<file path="src/hw/pfs_regs.svh">
// Constants for the synthesizer control block and its serial host.
// Assumes a single 40 MHz clock and a host-made serial clock.
`ifndef PFS_REGS_SVH
`define PFS_REGS_SVH
`define PFS_ADDR_STATUS 7'h00
`define PFS_ADDR_RDIV 7'h06
`define PFS_ADDR_REFBUF 7'h0B
`define PFS_ADDR_MODE 7'h0D
`define PFS_ADDR_STATSEL 7'h0E
`define PFS_RDIV_RST 5'h01
`define PFS_FILT_LSB 0
`define PFS_BOOST_BIT 2
`define PFS_INTN_BIT 0
`define PFS_MUTE_BIT 1
`define PFS_REFBUF_RST 8'h00
`define PFS_MODE_RST 8'h00
`define PFS_STATSEL_RST 8'h00
`define PFS_SCLK_HALF 4
`endif

</file>
<file path="src/hw/pfs_link_if.sv">
// Serial link between the synthesizer control and its host.
// Assumes the bench resolves the data-out wire from its enable.
`timescale 1ns/1ps
interface pfs_link_if;
   logic cs_n;
   logic sclk;
   logic sdi;
   logic sdo;
   logic sdo_oe_n;
   modport dev (input cs_n, input sclk, input sdi, output sdo,
      output sdo_oe_n);
   modport host (output cs_n, output sclk, output sdi, input sdo,
      input sdo_oe_n);
endinterface

</file>
<file path="src/hw/pfs_device.sv">
// Device end: register file, status pin, reference divider, mute.
// Assumes flags and reference clock are levels from analog logic.
`timescale 1ns/1ps
`include "pfs_regs.svh"
module pfs_device
#(
   parameter int RDIV_W = 5 // Reference divider width
)
(
   input wire logic clk_i, // 40 MHz clock
   input wire logic reset_i, // Async reset, high
   pfs_link_if.dev link, // Serial link
   input wire logic out_of_lock_flag_i, // Lock lost
   input wire logic in_lock_flag_i, // Locked
   input wire logic high_clamp_flag_i, // Pump at high clamp
   input wire logic low_clamp_flag_i, // Pump at low clamp
   input wire logic mute_n_i, // RF mute, active low
   input wire logic ref_clk_i, // Reference input
   output logic status_o, // Status pin
   output logic rf_enable_o, // RF outputs active
   output logic bias_enable_o, // Output bias kept on
   output logic modulator_enable_o, // Delta-sigma running
   output logic [1:0] ref_lowpass_select_o, // Buffer filter code
   output logic ref_gain_boost_o, // Buffer boost
   output logic pfd_ref_o // Divided reference pulse
);
   logic [2:0] cs_s, ck_s, di_s, mu_s, rf_s;
   logic [3:0] flag_q;
   logic [3:0] flag_s;
   logic [4:0] cnt_q;
   logic [15:0] sh_q;
   logic [7:0] tx_q;
   logic rd_q;
   logic [RDIV_W-1:0] rdiv_q;
   logic [RDIV_W-1:0] rcnt_q;
   logic [7:0] refbuf_q, mode_q, statsel_q;
   logic [7:0] rd_val;
   logic ck_rise, ck_fall, cs_act;

   // Two-flop synchronisers; third stage only feeds edge finders
   always_ff @(posedge clk_i or posedge reset_i)
   begin
      if (reset_i)
      begin
         cs_s <= 3'h7;
         ck_s <= 3'h0;
         di_s <= 3'h0;
         mu_s <= 3'h7;
         rf_s <= 3'h0;
      end
      else
      begin
         cs_s <= {cs_s[1:0], link.cs_n};
         ck_s <= {ck_s[1:0], link.sclk};
         di_s <= {di_s[1:0], link.sdi};
         mu_s <= {mu_s[1:0], mute_n_i};
         rf_s <= {rf_s[1:0], ref_clk_i};
      end
   end

   assign cs_act = ~cs_s[1];
   assign ck_rise = ck_s[1] & ~ck_s[2];
   assign ck_fall = ~ck_s[1] & ck_s[2];

   // Readback mux; status register shows the live flags
   always_comb
   begin
      case (sh_q[7:1])
         `PFS_ADDR_STATUS: rd_val = {4'h0, flag_q};
         `PFS_ADDR_RDIV: rd_val = {{(8-RDIV_W){1'b0}}, rdiv_q};
         `PFS_ADDR_REFBUF: rd_val = refbuf_q;
         `PFS_ADDR_MODE: rd_val = mode_q;
         `PFS_ADDR_STATSEL: rd_val = statsel_q;
         default: rd_val = 8'h00;
      endcase
   end

   // Burst shifter; a burst ends with chip select, partial frames drop
   always_ff @(posedge clk_i or posedge reset_i)
   begin
      if (reset_i)
      begin
         cnt_q <= 5'h00;
         sh_q <= 16'h0000;
         tx_q <= 8'h00;
         rd_q <= 1'b0;
         rdiv_q <= `PFS_RDIV_RST;
         refbuf_q <= `PFS_REFBUF_RST;
         mode_q <= `PFS_MODE_RST;
         statsel_q <= `PFS_STATSEL_RST;
      end
      else if (!cs_act)
      begin
         cnt_q <= 5'h00;
         rd_q <= 1'b0;
      end
      else if (ck_rise && cnt_q < 5'd16)
      begin
         sh_q <= {sh_q[14:0], di_s[1]};
         cnt_q <= cnt_q + 5'h01;
         if (cnt_q == 5'd15)
         begin
            if (!sh_q[7])
            begin
               case (sh_q[14:8])
                  `PFS_ADDR_RDIV:
                     if (|sh_q[RDIV_W-2:0] || di_s[1])
                        rdiv_q <= {sh_q[RDIV_W-2:0], di_s[1]};
                  `PFS_ADDR_REFBUF: refbuf_q <= {sh_q[6:0], di_s[1]};
                  `PFS_ADDR_MODE: mode_q <= {sh_q[6:0], di_s[1]};
                  `PFS_ADDR_STATSEL: statsel_q <= {sh_q[6:0], di_s[1]};
                  default: ;
               endcase
            end
         end
      end
      else if (ck_fall && cnt_q == 5'd8)
      begin
         rd_q <= sh_q[0];
         tx_q <= rd_val;
      end
      else if (ck_fall && rd_q && cnt_q > 5'd8)
         tx_q <= {tx_q[6:0], 1'b0};
   end

   assign link.sdo = tx_q[7];
   // Release after the last rise, before the synced deselect arrives
   assign link.sdo_oe_n = ~(cs_act & rd_q & (cnt_q < 5'd16));

   // Flag capture and status OR through per-flag enables
   always_ff @(posedge clk_i or posedge reset_i)
   begin
      if (reset_i)
      begin
         flag_s <= 4'h0;
         flag_q <= 4'h0;
         status_o <= 1'b0;
      end
      else
      begin
         flag_s <= {low_clamp_flag_i, high_clamp_flag_i, in_lock_flag_i,
            out_of_lock_flag_i};
         flag_q <= flag_s;
         status_o <= |(flag_q & statsel_q[3:0]);
      end
   end

   // Reference divider; ratio change takes effect at the next reference rise
   always_ff @(posedge clk_i or posedge reset_i)
   begin
      if (reset_i)
      begin
         rcnt_q <= '0;
         pfd_ref_o <= 1'b0;
      end
      else
      begin
         pfd_ref_o <= 1'b0;
         if (rf_s[1] & ~rf_s[2])
         begin
            if (rcnt_q + RDIV_W'(1) >= rdiv_q)
            begin
               rcnt_q <= '0;
               pfd_ref_o <= 1'b1;
            end
            else
               rcnt_q <= rcnt_q + RDIV_W'(1);
         end
      end
   end

   // Mute gates only the outputs, so bias stays up for fast recovery
   assign rf_enable_o = mu_s[1] & ~mode_q[`PFS_MUTE_BIT];
   assign bias_enable_o = 1'b1;
   assign modulator_enable_o = ~mode_q[`PFS_INTN_BIT];
   assign ref_lowpass_select_o = refbuf_q[`PFS_FILT_LSB +: 2];
   assign ref_gain_boost_o = refbuf_q[`PFS_BOOST_BIT];
endmodule

</file>
<file path="src/flat_wrapper.sv">
// flat-port wrapper written by rule: the top's interface ports become plain ports
module pfs_device_flat 
#(
   parameter int RDIV_W = 5                           
)
  (clk_i, reset_i, out_of_lock_flag_i, in_lock_flag_i, high_clamp_flag_i, low_clamp_flag_i, mute_n_i, ref_clk_i, status_o, rf_enable_o, bias_enable_o, modulator_enable_o, ref_lowpass_select_o, ref_gain_boost_o, pfd_ref_o, link_cs_n, link_sclk, link_sdi, link_sdo, link_sdo_oe_n);
  pfs_link_if link_i ();
  input wire logic clk_i;
  input wire logic reset_i;
  input wire logic out_of_lock_flag_i;
  input wire logic in_lock_flag_i;
  input wire logic high_clamp_flag_i;
  input wire logic low_clamp_flag_i;
  input wire logic mute_n_i;
  input wire logic ref_clk_i;
  output logic status_o;
  output logic rf_enable_o;
  output logic bias_enable_o;
  output logic modulator_enable_o;
  output logic [1:0] ref_lowpass_select_o;
  output logic ref_gain_boost_o;
  output logic pfd_ref_o;
  input wire logic [$bits(link_i.cs_n)-1:0] link_cs_n;
  input wire logic [$bits(link_i.sclk)-1:0] link_sclk;
  input wire logic [$bits(link_i.sdi)-1:0] link_sdi;
  output wire logic [$bits(link_i.sdo)-1:0] link_sdo;
  output wire logic [$bits(link_i.sdo_oe_n)-1:0] link_sdo_oe_n;
  assign link_i.cs_n = link_cs_n;
  assign link_i.sclk = link_sclk;
  assign link_i.sdi = link_sdi;
  assign link_sdo = link_i.sdo;
  assign link_sdo_oe_n = link_i.sdo_oe_n;
  pfs_device #(.RDIV_W(RDIV_W)) u_core (.clk_i(clk_i), .reset_i(reset_i), .link(link_i), .out_of_lock_flag_i(out_of_lock_flag_i), .in_lock_flag_i(in_lock_flag_i), .high_clamp_flag_i(high_clamp_flag_i), .low_clamp_flag_i(low_clamp_flag_i), .mute_n_i(mute_n_i), .ref_clk_i(ref_clk_i), .status_o(status_o), .rf_enable_o(rf_enable_o), .bias_enable_o(bias_enable_o), .modulator_enable_o(modulator_enable_o), .ref_lowpass_select_o(ref_lowpass_select_o), .ref_gain_boost_o(ref_gain_boost_o), .pfd_ref_o(pfd_ref_o));
endmodule
</file>
<file path="config.mk">
export PLATFORM = sky130hd
export DESIGN_NAME = pfs_device_flat
export DESIGN_NICKNAME = d
export VERILOG_FILES = /design/src/hw/pfs_link_if.sv /design/src/hw/pfs_device.sv /design/src/flat_wrapper.sv
export VERILOG_INCLUDE_DIRS = /design/src /design/src/hw
export SDC_FILE = /design/constraint.sdc
export NUM_CORES = 1
export LEC_CHECK = 0
export ABC_AREA = 1
export BUFFER_PORTS_ARGS = -buffer_cell sky130_fd_sc_hd__buf_2
export CORE_MARGIN = 4
export CORE_UTILIZATION = 45
export CTS_CLUSTER_DIAMETER = 200
export CTS_CLUSTER_SIZE = 25
export DETAILED_ROUTE_END_ITERATION = 8
export GPL_ROUTABILITY_DRIVEN = 0
export HOLD_SLACK_MARGIN = 0.08
export PLACE_DENSITY = 0.72
export SYNTH_ARGS = -nofsm -noshare
export SYNTH_HDL_FRONTEND = slang
export SYNTH_SLANG_ARGS = --single-unit
</file>
<file path="constraint.sdc">
create_clock -name clk_i -period 2.76 [get_ports clk_i]
set_input_delay 0.138 -clock clk_i [delete_from_list [all_inputs] [get_ports clk_i]]
set_output_delay 0.138 -clock clk_i [all_outputs]
set_load 0.02 [all_outputs]
</file>
==> out/metrics.json, run 1 <==
{
  "route": {
    "routed_wirelength_um": 7830,
    "drt-initial-drc-count": 195,
    "wl_per_cell_um": 13.3,
    "dr.pass1.iters": 5,
    "drc": 0,
    "num_vias": 3002,
    "detail-route-antenna-nets": 0,
    "vias_per_cell": 5.11
  },
  "clock_tree": {
    "post_cts_buffers": 0,
    "cts-htree-levels": 3,
    "clk-insertion-delay-late_ns": 0.35,
    "tritoncts": "yes",
    "post_cts_resize_count": 0,
    "cts.sink_count": 85,
    "clockRootBuffer": "clkbuf_8",
    "ctsLongestPathBuffers": 2,
    "worst_setup_hold_path_clk_slew_ns": 0.08,
    "cts-buffers-inserted": 9,
    "holdBufCountCts": 10
  },
  "floorplan": {
    "overall_die_area_mm2": 0.0106,
    "floorplan.io_pins": 21,
    "placementRows": 34,
    "dieHeight_um": 103,
    "die_x_um": 103,
    "initial_core_util": 0.464,
    "floorplan.core_area_mm2": 0.00876
  },
  "min_path": {
    "timing.hold.worst_endpoint": "u_core.flag_q[2]",
    "hold_depth": 0,
    "worst_hold_startpoint": "u_core.flag_s[2]",
    "worstHoldPathType": "reg -> reg"
  },
  "synthesis": {
    "synth_nets": 466,
    "synth_sequential_area_ratio": 0.525,
    "synth_enable_flop_cells": 0,
    "syn-cell-area_mm2": 0.00406,
    "ys.flop_type": "dfrtp_1",
    "postSynthCellCount": 446,
    "netlist-cell-type-count": 40,
    "synth.yosys.warnings": 0,
    "postSynth.asyncResetShare": 1.00,
    "avgSynthCellArea_um2": 9.11,
    "synth_seq_cells": 85
  },
  "grt": {
    "grt_remaining_overflow": 0,
    "grt_pass1_wl_um": 13800,
    "grt_pass1_vias": 2927,
    "number_of_antenna_violations_at_the_first_check_in_global_routing": 0,
    "grt_max_degree": 86,
    "globalRouteTotalUtil": 0.166
  },
  "place": {
    "hpwl_um": 5480,
    "count_of_input_and_output_buffers": 19
  },
  "setup_path": {
    "category_of_cells_accounting_for_the_largest_share_of_critical_path_delay": "adder cells",
    "path_buf_inv": 1,
    "crit_path_end_kind": "flop",
    "crit_path_cell_trace": "ha_1, nand3_1, xor2_1, inv_1, ha_1, a21oi_1, o21a_1, nand3_1, nor2_1, nand2_1, nand2_1",
    "worst_r2r_endpoint": "u_core.rcnt_q[4]",
    "cp_max_fo": 5,
    "timing.setup.critical_path_class": "reg -> reg",
    "rr_worst_depth": 11,
    "worst-r2r-setup-slack_ns": 0.58,
    "slowest_stage": "dfrtp_1",
    "required_ns": 3.06,
    "timing.rr.start": "u_core.rcnt_q[0]",
    "worst-endpoint-arrival_ns": 2.47,
    "critical-path-max-stage-delay_ns": 0.43,
    "critPathLaunchType": "flop",
    "worstSetupStartpoint": "u_core.rcnt_q[0]"
  },
  "final_layout": {
    "final_util": 0.514,
    "flow.area_growth_from_synthesis_pct": 10.8,
    "antennaDiodeCount": 0,
    "nNetsFinal": 495,
    "proportion_of_layout_cells_with_a_drive_suffix_above_1": 0.200
  },
  "timing": {
    "rsz0062_at_grt": "no",
    "slew_headroom": 0.561,
    "timing_hold_violations_final": 0,
    "period_needed_ns": 2.18,
    "slew_violations": 0,
    "layout_worst_path_cycle_share": 0.788,
    "skew_ns": 0.00843,
    "fmaxAchievable_mhz": 460,
    "setup_viol": 0,
    "timing.setup.tns_ns": 0,
    "tightestPinTransition_ns": 0.657
  },
  "job": {
    "maxCapViolations": 0
  },
  "pwr": {
    "power_density_mw_per_mm2": 583,
    "worst_ir_drop_vdd_uv": 283,
    "static-leakage-power_nw": 2.11
  },
  "run_status": {
    "run_status": "complete, no violations"
  }
}
-- cell usage after synthesis, types with 2 or more instances --
cell type  instances  area share
a21oi_1            3      0.0037
buf_2              2      0.0025
buf_4              6       0.011
buf_6              3      0.0083
dfrtp_1           80        0.49
dfstp_2            5       0.032
ha_1               9       0.028
inv_1             42       0.039
inv_2              9      0.0083
nand2_1          124        0.11
nand2_2            4      0.0062
nand3_1           48       0.059
nand4_1            4      0.0062
nor2_1            15       0.014
nor2_2             6      0.0092
nor2_4             5       0.014
nor3_1             4      0.0049
nor4_2             2      0.0062
o21a_1             2      0.0037
o21ai_0           24       0.030
o21ai_1            7      0.0086
o21ai_2           22       0.047
xor2_1             3      0.0065
-- power by group --
part,internal [W],switching [W]
sequential,0.00131,0.0000544
clock,0.000444,0.000420
combinational,0.0000991,0.000295
total,0.00185,0.000769
-- per-stage QoR --
step                      area (µm²)  hold slack, ns  setup WS (ns)  total power (W)  std cells
after floorplan                 4060           0.142          0.437          0.00171        446
final                           4500           0.351          0.584          0.00262        588
after detailed placement        4220           0.244          0.646          0.00178        562
after global placement          4220           0.243          0.776          0.00177        562
after global routing            4500           0.362          0.382          0.00277        588
after CTS                       4500           0.352          0.616          0.00266        588
-- worst reg2reg max path, cell delays in order, from the launching register on --
cell	delay [ns]
dfrtp_1	0.43
ha_1	0.24
nand3_1	0.11
xor2_1	0.20
inv_1	0.07
ha_1	0.32
a21oi_1	0.14
o21a_1	0.18
nand3_1	0.17
nor2_1	0.13
nand2_1	0.06
nand2_1	0.07
-- worst max path at each step --
stage / endpoint / slack [ns] / cells after the start
after floorplan: u_core.ck_s[0] / 0.44 / 1
after global routing: u_core.rcnt_q[1] / 0.38 / 9
after detailed placement: u_core.rcnt_q[3] / 0.65 / 11
final: u_core.rcnt_q[4] / 0.58 / 11
after global placement: u_core.rcnt_q[4] / 0.78 / 11
after CTS: u_core.rcnt_q[4] / 0.62 / 11
-- routing by layer --
metal | global-route usage | wire length (µm) | up-vias
li1 | - | - | 1503
met1 | 0.234 | 3740 | 1421
met2 | 0.255 | 3660 | 63
met3 | 0.0386 | 268 | 15
met4 | 0.0508 | 160 | 0
met5 | 0 | 0 | -
-- flip-flops by register name, summed over array words and instances (netlist names), 3 cells and up --
signal	flops
u_core.refbuf_q	8
u_core.rdiv_q	5
u_core.cnt_q	5
u_core.flag_q	4
u_core.tx_q	8
u_core.ck_s	3
u_core.mode_q	8
u_core.rf_s	3
u_core.sh_q	15
u_core.statsel_q	8
u_core.rcnt_q	5
u_core.flag_s	4
-- cell families (layout without fill, tap and decap cells) --
group	Yosys count	in the layout	share of synthesized area
simple gates	219	219	0.258
buf+inv	64	98	0.0736
compound gates	64	64	0.106
xor+xnor	4	4	0.00862
other cells	1	1	0.000923
flops	85	85	0.525
fa+ha+maj	9	9	0.0277
-- area by class of cell --
cell class                      count  area (µm²)
Clock buffer                       14         153
Clock inverter                      2        35.0
Fill cell                         792        4260
Inverter                           51         193
Multi-Input combinational cell    297        1630
Sequential cell                    85        2130
Tap cell                          108         135
Timing Repair Buffer               31         223
-- cell usage in the layout, fill, tap and decap left out, drive strengths merged --
master	instances
dfrtp	80
nand2	129
nor4	2
xor2	3
clkinv	2
o21a	2
clkbuf	14
dfstp	5
o31ai	1
ha	9
buf	21
o211ai	1
a21oi	5
xnor2	1
nand3	50
o22ai	1
nor2	27
or2	1
conb	1
o21ai	53
dlygate4sd3	10
inv	50
bufinv	1
nor3	4
a31oi	1
nand4	6
No activity file was read; power rests on OpenSTA's default activity.
==> inputs of run 2 (changes only) <==
Clock period 2.76 ns to 2.05 ns, I/O delays scaled along.
==> out/metrics.json, run 2 (same netlist as run 1, synthesis figures left out) <==
{
  "run_status": {
    "run_status": {"value": "complete, no violations", "change": "unchanged"}
  },
  "setup_path": {
    "category_of_cells_accounting_for_the_largest_share_of_critical_path_delay": {"value": "simple AND/OR/NAND/NOR gates", "change": "was adder cells"},
    "required": {"value": 2.35, "unit": "ns", "change": "was 3.06 ns"},
    "worst-endpoint-arrival": {"value": 2.19, "unit": "ns", "change": "was 2.47 ns"},
    "cp_max_fo": {"value": 5, "change": "unchanged"},
    "critPathLaunchType": {"value": "flop", "change": "unchanged"},
    "path_buf_inv": {"value": 1, "change": "unchanged"},
    "timing.setup.critical_path_class": {"value": "reg -> reg", "change": "unchanged"},
    "critical-path-max-stage-delay": {"value": 0.41, "unit": "ns", "change": "was 0.43 ns"},
    "crit_path_cell_trace": {"value": "ha_2, nand3_2, xor2_2, inv_1, ha_4, a21oi_1, o21a_1, nand3_2, nor2_1, nand2_1, nand2_1", "change": "was ha_1, nand3_1, xor2_1, inv_1, ha_1, a21oi_1, o21a_1, nand3_1, nor2_1, nand2_1, nand2_1"},
    "crit_path_end_kind": {"value": "flop", "change": "unchanged"},
    "slowest_stage": {"value": "dfrtp_1", "change": "unchanged"}
  },
  "place": {
    "hpwl": {"value": 5470, "unit": "µm", "change": "was 5480 µm"},
    "place.detailed.instances": {"value": 566, "change": "was 562"},
    "count_of_input_and_output_buffers": {"value": 19, "change": "unchanged"},
    "pre_cts_ws": {"value": -0.0133, "unit": "ns", "change": "was 0.646 ns"}
  },
  "clock_tree": {
    "worst_setup_hold_path_clk_slew": {"value": 0.08, "unit": "ns", "change": "about the same"},
    "ctsLongestPathBuffers": {"value": 2, "change": "unchanged"},
    "tritoncts": {"value": "yes", "change": "unchanged"},
    "cts-htree-levels": {"value": 3, "change": "unchanged"},
    "cts.sink_count": {"value": 85, "change": "unchanged"},
    "clk-insertion-delay-late": {"value": 0.36, "unit": "ns", "change": "was 0.35 ns"},
    "clockRootBuffer": {"value": "clkbuf_8", "change": "unchanged"},
    "cts-buffers-inserted": {"value": 9, "change": "unchanged"}
  },
  "route": {
    "drt-initial-drc-count": {"value": 192, "change": "was 195"},
    "wl_per_cell": {"value": 13.2, "unit": "µm", "change": "was 13.3 µm"},
    "num_vias": {"value": 2991, "change": "was 3002"},
    "routed_wirelength": {"value": 7830, "unit": "µm", "change": "about the same"},
    "drc": {"value": 0, "change": "unchanged"},
    "detail-route-antenna-nets": {"value": 0, "change": "unchanged"},
    "dr.pass1.iters": {"value": 4, "change": "was 5"},
    "vias_per_cell": {"value": 5.04, "change": "was 5.11"}
  },
  "min_path": {
    "worstHoldPathType": {"value": "in -> async", "change": "was reg -> reg"}
  },
  "final_layout": {
    "number_of_flip_flops_in_the_largest_register": {"value": 15, "change": "unchanged"},
    "flow.area_growth_from_synthesis": {"value": 13.5, "unit": "%", "change": "was 10.8%"},
    "nNetsFinal": {"value": 501, "change": "was 495"},
    "proportion_of_layout_cells_with_a_drive_suffix_above_1": {"value": 0.226, "change": "was 0.200"},
    "layout_common_cells": {"value": "124 x nand2_1, 80 x dfrtp_1, 46 x nand3_1, 41 x inv_1, 24 x o21ai_0", "change": "was 124 x nand2_1, 80 x dfrtp_1, 48 x nand3_1, 41 x inv_1, 24 x o21ai_0"},
    "mostFrequentLayoutCell": {"value": "nand2_1", "change": "unchanged"},
    "antennaDiodeCount": {"value": 0, "change": "unchanged"},
    "top_register": {"value": "u_core.sh_q", "change": "unchanged"},
    "final-instance-count-excl-fill": {"value": 594, "change": "was 588"}
  },
  "floorplan": {
    "overall_die_area": {"value": 0.0106, "unit": "mm²", "change": "unchanged"},
    "placementRows": {"value": 34, "change": "unchanged"},
    "initial_core_util": {"value": 0.464, "change": "unchanged"},
    "die_x": {"value": 103, "unit": "µm", "change": "unchanged"},
    "dieHeight": {"value": 103, "unit": "µm", "change": "unchanged"},
    "floorplan.core_area": {"value": 0.00876, "unit": "mm²", "change": "unchanged"},
    "floorplan.io_pins": {"value": 21, "change": "unchanged"}
  },
  "timing": {
    "timing.final.ws_setup": {"value": 0.158, "unit": "ns", "change": "was 0.584 ns"},
    "timing_hold_violations_final": {"value": 0, "change": "unchanged"},
    "rsz0062_at_grt": {"value": "no", "change": "unchanged"},
    "fmaxAchievable": {"value": 529, "unit": "MHz", "change": "was 460 MHz"},
    "setup_viol": {"value": 0, "change": "unchanged"},
    "slew_violations": {"value": 0, "change": "unchanged"},
    "hold-worst-slack": {"value": 0.226, "unit": "ns", "change": "was 0.351 ns"},
    "layout_worst_path_cycle_share": {"value": 0.923, "change": "was 0.788"},
    "period_needed": {"value": 1.89, "unit": "ns", "change": "was 2.18 ns"},
    "skew": {"value": 0.00717, "unit": "ns", "change": "was 0.00843 ns"}
  },
  "grt": {
    "grt_pass1_wl": {"value": 13500, "unit": "µm", "change": "was 13800 µm"},
    "globalRouteTotalUtil": {"value": 0.162, "change": "was 0.166"},
    "grt_max_degree": {"value": 77, "change": "was 86"},
    "grt_remaining_overflow": {"value": 0, "change": "unchanged"},
    "grt_pass1_vias": {"value": 2966, "change": "was 2927"},
    "number_of_antenna_violations_at_the_first_check_in_global_routing": {"value": 0, "change": "unchanged"}
  },
  "pwr": {
    "worst_ir_drop_vdd": {"value": 284, "unit": "µV", "change": "was 283 µV"},
    "static-leakage-power": {"value": 2.15, "unit": "nW", "change": "was 2.11 nW"},
    "power_density": {"value": 799, "unit": "mW/mm²", "change": "was 583 mW/mm²"}
  },
  "job": {
    "maxCapViolations": {"value": 0, "change": "unchanged"}
  }
}
## run 2: area by class of cell
class	count	area (µm²)
fillers	803	4150
flip-flops and latches	85	2130
multi-input cells	297	1660
repair buffers	37	268
inverters	51	195
clock buffers	11	141
well taps	108	135
clock inverters	5	75.1
## run 2: power by group
part           internal [W]  total (W)  switching (W)  leakage (nW)
clock              0.000714    0.00128       0.000569         0.113
sequential          0.00177    0.00184      0.0000734          1.12
combinational      0.000159   0.000566       0.000407         0.921
## run 2: final timing paths
path | from | endpoint | slack (ns) | cells past startpoint
max | u_core.rcnt_q[0] | u_core.rcnt_q[4] | 0.16 | 11
min | reset_i | u_core.pfd_ref_o | 0.23 | 3
max reg2reg | u_core.rcnt_q[0] | u_core.rcnt_q[4] | 0.16 | 11
min reg2reg | u_core.flag_s[1] | u_core.flag_q[1] | 0.35 | 0
max in group asynchronous | reset_i | u_core.cs_s[1] | 1.15 | 4
min in group clk_i | u_core.flag_s[1] | u_core.flag_q[1] | 0.35 | 0
## run 2: timing repair
| item | in CTS | in global routing |
|---|---|---|
| hold endpoints to repair | 89 | 0 |
| gates resized for setup | 1 | 4 |
| setup buffers | 0 | 2 |
| pin swaps | 0 | 1 |
| setup endpoints to repair | 3 | 6 |
| hold buffers | 10 | 0 |
## run 2: metal layers
layer | GRT usage | wire, µm | vias to the layer above
li1 | - | - | 1504
met1 | 0.205 | 3640 | 1420
met2 | 0.266 | 3710 | 51
met3 | 0.0440 | 296 | 16
met4 | 0.0637 | 184 | 0
met5 | 0 | 0 | -
## run 2: through the flow
stage	util	area [µm²]	power [W]	setup TNS [ns]
5_1_grt	0.526	4610	0.00390	0
3_3_place_gp	0.485	4250	0.00242	0
6_report	0.526	4610	0.00369	0
4_1_cts	0.521	4570	0.00375	0
3_5_place_dp	0.485	4250	0.00243	-0.0228
2_1_floorplan	-	4070	0.00230	0
## run 2: worst register-to-register path, delay by kind of cell, from the launching register on
kind	cells	cell delay (ns)
and+or+nand+nor	5	0.44
DFF	1	0.41
adders and majority gates	2	0.43
AOI/OAI and AO/OA	2	0.30
xor gates and xnor gates	1	0.16
buffers and inverters	1	0.09
